[config.mk]
export PLATFORM = sky130hd
export DESIGN_NAME = swc_stream_write
export DESIGN_NICKNAME = d
export VERILOG_FILES = /design/src/design/swc_pkg.sv /design/src/design/swc_stream_write.sv
export SDC_FILE = /design/constraint.sdc
export NUM_CORES = 2
export LEC_CHECK = 0
export ABC_AREA = 1
export CORE_ASPECT_RATIO = 0.5
export CORE_MARGIN = 1.5
export CORE_UTILIZATION = 65
export DETAILED_ROUTE_END_ITERATION = 6
export DONT_BUFFER_PORTS = 1
export PLACE_DENSITY = 0.81
export SYNTH_ARGS = -nofsm -noshare
export SYNTH_HDL_FRONTEND = slang
export SYNTH_SLANG_ARGS = --single-unit
[constraint.sdc]
create_clock -name i_sys_clk -period 16 [get_ports i_sys_clk]
set_input_delay 3.2 -clock i_sys_clk [delete_from_list [all_inputs] [get_ports i_sys_clk]]
set_output_delay 3.2 -clock i_sys_clk [all_outputs]
set_load 0.01 [all_outputs]
[src/design/swc_pkg.sv]
/*
  Constants for the streaming write command interpreter: register map,
  field positions, reset values, opcodes, state codes and timing counts.
  Assumes a 100 MHz system clock and a 32-bit APB register bus.
*/
package swc_pkg;

  // ==========================================================
  // Register map (byte addresses)
  localparam int          APB_AW        = 12;
  localparam logic [11:0] OFS_OPTIONS   = 12'h000;
  localparam logic [11:0] OFS_TL_MULT   = 12'h004;
  localparam logic [11:0] OFS_COUNT     = 12'h008;
  localparam logic [11:0] OFS_ADDR_CUR  = 12'h00C;
  localparam logic [11:0] OFS_ADDR_PREV = 12'h010;
  localparam logic [11:0] OFS_COMMAND   = 12'h014;
  localparam logic [11:0] OFS_CAUSE     = 12'h018;
  localparam logic [11:0] OFS_ENDING    = 12'h01C;
  localparam logic [11:0] OFS_TIME_UNIT = 12'h020;
  localparam logic [11:0] OFS_STRM_CFG  = 12'h024;
  localparam logic [11:0] OFS_DEV_CTL   = 12'h028;
  localparam logic [11:0] OFS_REMAIN    = 12'h02C;

  // ==========================================================
  // Opcodes
  localparam logic [7:0] OPC_STREAM_PIO = 8'h3B;
  localparam logic [7:0] OPC_STREAM_DMA = 8'h3A;

  // ==========================================================
  // Field positions
  localparam int OPT_URGENT = 7;
  localparam int OPT_CONT   = 6;
  localparam int OPT_FLUSH  = 5;
  localparam int OPT_RESUME = 4;
  localparam int OPT_SEL_HI = 2;
  localparam int OPT_SEL_LO = 0;
  localparam int ERR_CRC    = 7;
  localparam int ERR_NOID   = 4;
  localparam int ERR_ABORT  = 2;
  localparam int ERR_TLX    = 0;
  localparam int STS_BUSY   = 7;
  localparam int STS_RDY    = 6;
  localparam int STS_STREAM = 5;
  localparam int STS_DEFER  = 4;
  localparam int STS_XREQ   = 3;
  localparam int STS_FAIL   = 0;
  localparam int CFG_SEL_LO = 8;
  localparam int CFG_SEL_HI = 10;
  localparam int CTL_HISEL  = 7;

  // ==========================================================
  // Error kinds from the media path
  localparam logic [1:0] KIND_CRC   = 2'h0;
  localparam logic [1:0] KIND_NOID  = 2'h1;
  localparam logic [1:0] KIND_ABORT = 2'h2;

  // ==========================================================
  // Reset values and counts
  localparam logic [31:0] RST_TIME_UNIT = 32'h0000_0001;
  localparam logic [39:0] RST_MIN_LIMIT = 40'h00_0000_03E8;
  localparam logic [16:0] FULL_COUNT    = 17'h1_0000;

  // ==========================================================
  // Timing
  localparam int CLK_PERIOD_NS = 10;
  localparam int US_NS         = 1000;
  localparam int US_CYCLES     = US_NS / CLK_PERIOD_NS;

  // ==========================================================
  // Command states
  typedef enum logic [3:0] {
    ST_IDLE  = 4'b0001,
    ST_XFER  = 4'b0010,
    ST_FLUSH = 4'b0100,
    ST_END   = 4'b1000
  } swc_state_e;

endpackage

[src/design/swc_stream_write.sv]
/*
  Streaming write command interpreter: task file registers over APB,
  option decoding, completion time limit, sector sequencing, ending
  status, error cause and failing address report.
  Assumes a media engine that answers each sector request with a
  one-cycle done pulse and each flush request with a done pulse.
*/
// Summary of operation
// - Urgent option is passed to media and the time limit still applies.
// - Continue-on-error keeps the command running through sector errors.
// - Continue: errors end as stream error without failure, cause logged.
// - Continue: timeout stops as stream error, no failure, logged.
// - Continue: all requested sectors are attempted until the time limit expires.
// - Flush option drains the stream to media after the last sector, unless an error stop or timeout ends the command.
// - Resume option starts at the stream's last reported error address.
// - Three-bit stream selector picks the per-stream settings used.
// - Time limit equals multiplier byte times identify time unit, in us.
// - Zero multiplier falls back to the stream's configured default.
// - No usable default means no time limit for the command.
// - Elapsed time runs from command write to completion pulse.
// - Limits shorter than the minimum are raised to the minimum.
// - A zero sector count means 65536 sectors.
// - Start address is previous bytes over current bytes, 48 bits.
// - First failing address reads back, halves chosen by high select.
// - Timeout sets bit 0 of the failure cause register.
// - Opcode 3Bh starts the programmed-transfer streaming write.
// - Opcode 3Ah starts the same command using DMA transfer.
`timescale 1ns/100ps

module swc_stream_write
  import swc_pkg::*;
#(
  parameter logic [39:0] MIN_LIMIT_US = RST_MIN_LIMIT,
  parameter logic [31:0] TIME_UNIT_US = RST_TIME_UNIT
) (
  input  wire logic        i_sys_clk,
  input  wire logic        i_rst_b,
  input  wire logic        i_psel,
  input  wire logic        i_penable,
  input  wire logic        i_pwrite,
  input  wire logic [11:0] i_paddr,
  input  wire logic [31:0] i_pwdata,
  output logic      [31:0] o_prdata,
  output logic             o_pready,
  output logic             o_pslverr,
  output logic             o_sector_req,
  output logic      [47:0] o_sector_lba,
  output logic             o_dma_mode,
  output logic             o_urgent,
  output logic      [2:0]  o_stream_sel,
  input  wire logic        i_sector_done,
  input  wire logic        i_sector_err,
  input  wire logic [1:0]  i_err_kind,
  output logic             o_flush_req,
  input  wire logic        i_flush_done,
  output logic             o_transfer_request,
  output logic             o_busy,
  output logic             o_cmd_done
);

  localparam int TICK_W = $clog2(US_CYCLES);

  // ==========================================================
  // Helpers
  function automatic logic [39:0] calc_limit(input logic [7:0]  mult,
                                             input logic [31:0] unit);
    logic [39:0] prod;
    prod = 40'(mult) * 40'(unit);
    return (prod < MIN_LIMIT_US) ? MIN_LIMIT_US : prod;
  endfunction

  function automatic logic is_mapped(input logic [11:0] a);
    return (a <= OFS_REMAIN) && (a[1:0] == 2'h0);
  endfunction

  // ==========================================================
  // Declarations
  swc_state_e  state_q;
  logic [7:0]  opt_q;
  logic [7:0]  tl_mult_q;
  logic [15:0] count_q;
  logic [23:0] addr_cur_q;
  logic [23:0] addr_prev_q;
  logic [31:0] time_unit_q;
  logic        hi_sel_q;
  logic [7:0]  cfg_dflt_q  [8];
  logic [7:0]  cfg_valid_q;
  logic [47:0] last_err_q  [8];
  logic [47:0] lba_q;
  logic [16:0] remain_q;
  logic        dma_q;
  logic [7:0]  cmd_opt_q;
  logic [TICK_W-1:0] tick_q;
  logic [39:0] elapsed_q;
  logic [39:0] lim_q;
  logic        lim_en_q;
  logic [7:0]  cause_q;
  logic        strm_err_q;
  logic        fail_q;
  logic        err_seen_q;
  logic [47:0] fail_lba_q;
  logic [7:0]  ending;
  logic        wr;
  logic        cmd_wr;
  logic        start;
  logic        bad_cmd;
  logic [2:0]  sel_d;
  logic [7:0]  eff_mult;
  logic        lim_en_d;
  logic        active;
  logic        timeout;
  logic        sec_ev;
  logic        sec_err;
  logic        fatal_err;
  logic        cont;

  // ==========================================================
  // Bus decode
  assign wr       = i_psel & i_penable & i_pwrite;
  assign cmd_wr   = wr & (i_paddr == OFS_COMMAND);
  assign start    = cmd_wr & (state_q == ST_IDLE) &
                    ((i_pwdata[7:0] == OPC_STREAM_PIO) |
                     (i_pwdata[7:0] == OPC_STREAM_DMA));
  assign bad_cmd  = cmd_wr & (state_q == ST_IDLE) & ~start;
  assign o_pready = 1'b1;
  assign o_pslverr = i_psel & i_penable & (~is_mapped(i_paddr) |
                     (cmd_wr & (state_q != ST_IDLE)));

  always_comb begin
    o_prdata = 32'h0000_0000;
    if (i_psel && !i_pwrite) begin
      case (i_paddr)
        OFS_ADDR_CUR:  o_prdata = {8'h00, hi_sel_q ? fail_lba_q[47:24]
                                  : fail_lba_q[23:0]};
        OFS_CAUSE:     o_prdata = {24'h0, cause_q};
        OFS_ENDING:    o_prdata = {24'h0, ending};
        OFS_TIME_UNIT: o_prdata = time_unit_q;
        OFS_DEV_CTL:   o_prdata = 32'(hi_sel_q) << CTL_HISEL;
        OFS_REMAIN:    o_prdata = {15'h0, remain_q};
        default:       o_prdata = 32'h0000_0000;
      endcase
    end
  end

  // ==========================================================
  // Host-written parameter registers
  always_ff @(posedge i_sys_clk or negedge i_rst_b) begin
    if (!i_rst_b) begin
      opt_q       <= 8'h00;
      tl_mult_q   <= 8'h00;
      count_q     <= 16'h0000;
      addr_cur_q  <= 24'h00_0000;
      addr_prev_q <= 24'h00_0000;
      time_unit_q <= TIME_UNIT_US;
      hi_sel_q    <= 1'b0;
    end else if (wr) begin
      case (i_paddr)
        OFS_OPTIONS:   opt_q       <= i_pwdata[7:0];
        OFS_TL_MULT:   tl_mult_q   <= i_pwdata[7:0];
        OFS_COUNT:     count_q     <= i_pwdata[15:0];
        OFS_ADDR_CUR:  addr_cur_q  <= i_pwdata[23:0];
        OFS_ADDR_PREV: addr_prev_q <= i_pwdata[23:0];
        OFS_TIME_UNIT: time_unit_q <= i_pwdata;
        OFS_DEV_CTL:   hi_sel_q    <= i_pwdata[CTL_HISEL];
        default:       hi_sel_q    <= hi_sel_q;
      endcase
    end
  end

  // ==========================================================
  // Per-stream settings
  assign sel_d    = opt_q[OPT_SEL_HI:OPT_SEL_LO];
  assign eff_mult = (tl_mult_q != 8'h00) ? tl_mult_q :
                    (cfg_valid_q[sel_d] ? cfg_dflt_q[sel_d] : 8'h00);
  assign lim_en_d = (eff_mult != 8'h00);

  always_ff @(posedge i_sys_clk or negedge i_rst_b) begin
    if (!i_rst_b) begin
      cfg_valid_q <= 8'h00;
      for (int i = 0; i < 8; i++) begin
        cfg_dflt_q[i] <= 8'h00;
        last_err_q[i] <= 48'h0;
      end
    end else begin
      if (wr && i_paddr == OFS_STRM_CFG) begin
        cfg_dflt_q[i_pwdata[CFG_SEL_HI:CFG_SEL_LO]]  <= i_pwdata[7:0];
        cfg_valid_q[i_pwdata[CFG_SEL_HI:CFG_SEL_LO]] <= 1'b1;
      end
      if (sec_err) begin
        last_err_q[cmd_opt_q[OPT_SEL_HI:OPT_SEL_LO]] <= lba_q;
      end
    end
  end

  // ==========================================================
  // Completion time limit
  assign active  = (state_q == ST_XFER) | (state_q == ST_FLUSH);
  assign timeout = active & lim_en_q & (elapsed_q >= lim_q);

  always_ff @(posedge i_sys_clk or negedge i_rst_b) begin
    if (!i_rst_b) begin
      tick_q    <= '0;
      elapsed_q <= 40'h0;
      lim_q     <= 40'h0;
      lim_en_q  <= 1'b0;
    end else if (start) begin
      tick_q    <= '0;
      elapsed_q <= 40'h0;
      lim_q     <= calc_limit(eff_mult, time_unit_q);
      lim_en_q  <= lim_en_d;
    end else if (active) begin
      if (tick_q == TICK_W'(US_CYCLES - 1)) begin
        tick_q    <= '0;
        elapsed_q <= elapsed_q + 40'h1;
      end else begin
        tick_q <= tick_q + TICK_W'(1);
      end
    end
  end

  // ==========================================================
  // Command sequencing
  assign cont      = cmd_opt_q[OPT_CONT];
  assign sec_ev    = (state_q == ST_XFER) & i_sector_done & ~timeout;
  assign sec_err   = sec_ev & i_sector_err;
  assign fatal_err = sec_err & ~cont;

  always_ff @(posedge i_sys_clk or negedge i_rst_b) begin
    if (!i_rst_b) begin
      state_q   <= ST_IDLE;
      lba_q     <= 48'h0;
      remain_q  <= 17'h0;
      dma_q     <= 1'b0;
      cmd_opt_q <= 8'h00;
    end else begin
      case (state_q)
        ST_IDLE: begin
          if (start) begin
            state_q   <= ST_XFER;
            dma_q     <= (i_pwdata[7:0] == OPC_STREAM_DMA);
            cmd_opt_q <= opt_q;
            lba_q     <= opt_q[OPT_RESUME] ? last_err_q[sel_d]
                         : {addr_prev_q, addr_cur_q};
            remain_q  <= (count_q == 16'h0000) ? FULL_COUNT
                         : {1'b0, count_q};
          end
        end
        ST_XFER: begin
          if (timeout) begin
            state_q <= ST_END;
          end else if (fatal_err) begin
            state_q <= ST_END;
          end else if (sec_ev) begin
            lba_q    <= lba_q + 48'h1;
            remain_q <= remain_q - 17'h1;
            if (remain_q == 17'h1) begin
              state_q <= cmd_opt_q[OPT_FLUSH] ? ST_FLUSH : ST_END;
            end
          end
        end
        ST_FLUSH: begin
          if (timeout || i_flush_done) begin
            state_q <= ST_END;
          end
        end
        ST_END: begin
          state_q <= ST_IDLE;
        end
        default: begin
          state_q <= ST_IDLE;
        end
      endcase
    end
  end

  // ==========================================================
  // Ending status, failure cause and failing address
  always_ff @(posedge i_sys_clk or negedge i_rst_b) begin
    if (!i_rst_b) begin
      cause_q    <= 8'h00;
      strm_err_q <= 1'b0;
      fail_q     <= 1'b0;
      err_seen_q <= 1'b0;
      fail_lba_q <= 48'h0;
    end else if (start) begin
      cause_q    <= 8'h00;
      strm_err_q <= 1'b0;
      fail_q     <= 1'b0;
      err_seen_q <= 1'b0;
    end else if (bad_cmd) begin
      cause_q    <= 8'h01 << ERR_ABORT;
      strm_err_q <= 1'b0;
      fail_q     <= 1'b1;
    end else if (timeout) begin
      cause_q[ERR_TLX] <= 1'b1;
      strm_err_q <= cont;
      fail_q     <= ~cont;
    end else if (sec_err) begin
      case (i_err_kind)
        KIND_CRC:  cause_q[ERR_CRC]   <= 1'b1;
        KIND_NOID: cause_q[ERR_NOID]  <= 1'b1;
        default:   cause_q[ERR_ABORT] <= 1'b1;
      endcase
      strm_err_q <= cont;
      fail_q     <= ~cont;
      err_seen_q <= 1'b1;
      if (!err_seen_q) begin
        fail_lba_q <= lba_q;
      end
    end
  end

  always_comb begin
    ending           = 8'h00;
    ending[STS_BUSY] = (state_q != ST_IDLE);
    ending[STS_RDY]  = (state_q == ST_IDLE);
    ending[STS_STREAM] = strm_err_q;
    ending[STS_DEFER]  = 1'b0;
    ending[STS_XREQ]   = (state_q == ST_XFER) & ~dma_q;
    ending[STS_FAIL] = fail_q;
  end

  // ==========================================================
  // Media side outputs
  assign o_sector_req       = (state_q == ST_XFER);
  assign o_sector_lba       = lba_q;
  assign o_dma_mode         = dma_q;
  assign o_urgent           = cmd_opt_q[OPT_URGENT];
  assign o_stream_sel       = cmd_opt_q[OPT_SEL_HI:OPT_SEL_LO];
  assign o_flush_req        = (state_q == ST_FLUSH);
  assign o_transfer_request = ending[STS_XREQ];
  assign o_busy             = ending[STS_BUSY];
  assign o_cmd_done         = (state_q == ST_END);

  // ==========================================================
  // Checks
  property p_start_pio;
    @(posedge i_sys_clk) disable iff (!i_rst_b)
    (start && i_pwdata[7:0] == OPC_STREAM_PIO) |=>
      (state_q == ST_XFER) && !dma_q && o_transfer_request;
  endproperty
  a_start_pio: assert property (p_start_pio)
    else $error("PIO streaming write did not start");

  property p_start_dma;
    @(posedge i_sys_clk) disable iff (!i_rst_b)
    (start && i_pwdata[7:0] == OPC_STREAM_DMA) |=>
      dma_q && o_busy && !o_transfer_request;
  endproperty
  a_start_dma: assert property (p_start_dma)
    else $error("DMA streaming write did not start");

  property p_count_zero;
    @(posedge i_sys_clk) disable iff (!i_rst_b)
    (start && count_q == 16'h0000) |=> (remain_q == FULL_COUNT);
  endproperty
  a_count_zero: assert property (p_count_zero)
    else $error("Zero count not taken as 65536");

  property p_lba;
    @(posedge i_sys_clk) disable iff (!i_rst_b)
    (start && !opt_q[OPT_RESUME]) |=>
      (lba_q == {$past(addr_prev_q), $past(addr_cur_q)});
  endproperty
  a_lba: assert property (p_lba)
    else $error("Start address assembled wrongly");

  property p_min_limit;
    @(posedge i_sys_clk) disable iff (!i_rst_b)
    (start && lim_en_d) |=> lim_en_q && (lim_q >= MIN_LIMIT_US);
  endproperty
  a_min_limit: assert property (p_min_limit)
    else $error("Time limit below minimum");

  property p_no_limit;
    @(posedge i_sys_clk) disable iff (!i_rst_b)
    (start && !lim_en_d) |=> !lim_en_q ##1 !timeout;
  endproperty
  a_no_limit: assert property (p_no_limit)
    else $error("Limit enforced without a usable value");

  property p_cont;
    @(posedge i_sys_clk) disable iff (!i_rst_b)
    (sec_err && cont && remain_q > 17'h1) |=>
      (state_q == ST_XFER) && strm_err_q;
  endproperty
  a_cont: assert property (p_cont)
    else $error("Command stopped on error in continue mode");

  property p_timeout_cont;
    @(posedge i_sys_clk) disable iff (!i_rst_b)
    (timeout && cont) |=> (state_q == ST_END) && o_cmd_done &&
      ending[STS_STREAM] && !ending[STS_FAIL] && cause_q[ERR_TLX]
      ##1 !o_busy;
  endproperty
  a_timeout_cont: assert property (p_timeout_cont)
    else $error("Timeout ending status wrong");

  property p_flush;
    @(posedge i_sys_clk) disable iff (!i_rst_b)
    (sec_ev && !fatal_err && remain_q == 17'h1 && cmd_opt_q[OPT_FLUSH]) |=>
      o_flush_req && !o_cmd_done;
  endproperty
  a_flush: assert property (p_flush)
    else $error("Completion reported before flush");

endmodule

==> out/qor.yml <==
timing:
  timing.hold.ws_ns: 0.458
  worst_slack_ns: 6.61
  finalCriticalPeriod_ns: 9.39
  setup_viol: 0
  tns_ns: 0
  slew_viol_final: 602
  tightest_slew_ns: 2.55
  clock_skew_ns: 0.0459
  slew_headroom_pct: -69.8
  fmax_mhz: 107
  rsz0062_at_grt: "false"
  hold_viol: 0
  fin_crit_sh_pct: 58.7
placement:
  place_congestion: 1.01
  placed_cells: 6576
  pre_cts_ws_ns: 6.64
  dpl-instance-area_um2: 46500
  dpl.hpwl_mm: 97.7
  portBuffers: 0
power:
  switching_share_pct: 23.6
  p_clk_share_pct: 46.5
  p_total_mw: 3.92
  power_frac_seq_pct: 51.5
  p_comb_share_pct: 2.0
  internal_power_mw: 2.99
  worst_ir_drop_vdd_v: 0.0000871
  p_sw_uw: 923
  pwr_density_cell_nw_per_um2: 80.0
  p_leak_nw: 22.9
yosys:
  syn_nets: 6276
  synth_ff_type: "dfrtp_1"
  ys_ff_latch: 787
  ys_warn_count: 0
  synthArstFlopShare_pct: 100
  syn_area_per_cell_um2: 7.86
  ys_seq_area_share_pct: 42.2
  synth_edf_count: 0
  synthCells: 5937
  synth.distinct_cells: 62
  synth_area_um2: 46700
cells_and_area:
  syn2layout_area_growth_pct: 5.00
  drive_above_1_share_pct: 4.11
  most-common-layout-cells: "1,362 x nand2_1, 930 x o21ai_0, 781 x dfrtp_1, 651 x nor2_1, 583 x inv_1"
  layout.nets: 6031
  layout_commonest_cell: "nand2_1"
  final_cells: 6710
  final_util_pct: 69.0
  final_cell_area_um2: 49000
clock_tree:
  post_cts_resized: 0
  numCtsBuffers: 72
  cts.path.max_buffers: 3
  cts_tree: "built"
  cts_sinks: 787
  path_clk_slew_ns: 0.07
  worst_skew_pair.late_latency_ns: 0.70
  holdBufCountCts: 0
  h-tree-depth: 3
  post_cts_buffers: 0
  root_buffer: "clkbuf_16"
routing:
  firstDrtPassIters: 7
  via_per_inst: 6.23
  final_antenna_net_count: 0
  wl_mm: 145
  drt-initial-drc-count: 4701
  wl_per_cell_um: 21.6
  route.detailed.drc: 2
  vias: 41797
floorplanning:
  die_w_um: 382
  core_um2: 71000
  die-area_um2: 73500
  die_y_um: 192
  boundaryPins: 146
  initial_core_util_pct: 65.7
  num_rows: 69
worst_setup_path:
  timing.reg2reg.setup_slack_ns: 8.01
  critPathSlowestCell: "clkinv_1"
  cp.arrival_ns: 6.19
  critPathCaptureType: "output port"
  critPathLaunchType: "input port"
  worstPathMaxFanout: 22
  path_cells: "nor2_1 > inv_1 > nor2_1 > nand2_1 > nor2_2 > clkinv_1 > nand4_1 > nand2_1 > a21oi_1"
  cp_slowest_stage_delay_ns: 0.79
  rr_startpoint: "opt_q[0]"
  reg2regPathDepth: 28
  endpoint: "o_prdata[19]"
  crit_cells: 9
  startpoint: "i_paddr[7]"
  critPathTopFamily: "simple AND/OR/NAND/NOR gates"
  crit_buf_inv: 2
  r2r_end: "lim_q[4]"
  cp.required_ns: 12.80
  critPathKind: "in2out"
job:
  cap_violations: 0
global_route:
  grt_pass1_vias: 39226
  overflow: 0
  grt_pass1_wl_mm: 223
  antenna_found_initial: 11
  grt_max_degree: 788
  grtUsageTotal_pct: 39.4
status:
  status: "complete, but fails checks"
  violations: "DRC, slew limit"
min_path:
  min_path_type: "reg2reg"
power groups by stage:
stage | Combinational (mW) | Clock, mW | Sequential, mW
after detailed placement | 0.0749 | 0 | 2.05
after CTS | 0.0754 | 1.83 | 2.02
after global routing | 0.0835 | 1.91 | 2.02
after floorplan | 0.0454 | 0 | 2.05
final | 0.0791 | 1.82 | 2.02
after global placement | 0.0739 | 0 | 2.05
worst min-delay path by stage:
stage	from	endpoint	slack (ns)	depth (start not counted)
2_1_floorplan	cfg_valid_q[4]	cfg_valid_q[4]	0.42	2
3_3_place_gp	cfg_valid_q[4]	cfg_valid_q[4]	0.43	2
3_5_place_dp	cfg_valid_q[6]	cfg_valid_q[6]	0.44	2
4_1_cts	cfg_valid_q[4]	cfg_valid_q[4]	0.46	2
5_1_grt	cfg_valid_q[4]	cfg_valid_q[4]	0.48	2
6_report	cfg_valid_q[4]	cfg_valid_q[4]	0.46	2
per-layer routing:
layer / global-route usage, % / part of all wire (%)
met4: 22.1 / 5.9
met1: 52.6 / 40
met5: 0 / 0.0062
met3: 9.30 / 11
met2: 59.8 / 44
flip-flops by register name (all words and copies together), names as in the netlist, 4 cells and up:
| name | flops |
|---|---|
| tick_q | 7 |
| addr_cur_q | 24 |
| cmd_opt_q | 6 |
| lim_q | 40 |
| tl_mult_q | 8 |
| fail_lba_q | 48 |
| cfg_valid_q | 8 |
| o_sector_lba | 48 |
| addr_prev_q | 24 |
| time_unit_q | 32 |
| last_err_q | 384 |
| cfg_dflt_q | 64 |
| cause_q | 4 |
| state_q | 4 |
| remain_q | 17 |
| elapsed_q | 40 |
| opt_q | 7 |
| count_q | 16 |
area by class of cell:
| type | instances | area (um^2) |
|---|---|---|
| fillers | 5762 | 22000 |
| multi-input cells | 4197 | 23100 |
| inverters | 605 | 2280 |
| clock buffers | 103 | 2070 |
| diodes | 5 | 12.5 |
| clock inverters | 26 | 370 |
| repair buffers | 29 | 218 |
| flip-flops and latches | 787 | 19700 |
| well taps | 958 | 1200 |
synthesized netlist by cell type (all sizes together) (2+ instances only):
cell type	instances	area [um^2]
a211oi	7	52.6
a21o	2	15.0
a21oi	179	900
a221oi	7	61.3
a22oi	6	45.0
a31oi	6	43.8
a32oi	2	17.5
and3	2	12.5
buf	103	673
clkbuf	245	920
clkinv	7	27.5
dfrtp	785	19600
dfstp	2	52.6
fa	180	3600
ha	105	1310
inv	598	2250
nand2	1384	5300
nand3	133	703
nand3b	16	120
nand4	55	369
nor2	671	2650
nor3	68	357
nor3b	2	15.0
nor4	53	344
o211ai	9	67.6
o21a	8	60.1
o21ai	1101	5510
o21bai	6	45.0
o221ai	49	429
o22ai	71	444
o311ai	3	26.3
o31ai	6	45.0
o32ai	2	17.5
or2	13	81.3
xnor2	5	43.8
xor2	42	368
kinds of logic after synthesis:
logic type | synth area share [%]
AO/OA/AOI/OAI | 16.7
adder cells (fa/ha/maj) | 10.5
AND/OR/NAND/NOR | 21.4
XOR/XNOR | 0.882
other | 0.00804
flip-flops | 42.2
buffers and inverters | 8.29
worst register-to-register path: cells and delay by family, from the launching register on:
family          cells  cell delay [ns]
fa+ha+maj           5             2.44
simple gates       14             2.27
buf+inv             4             1.31
compound gates      5             1.13
flops               1             0.68
No activity file was read; power rests on OpenSTA's default activity.
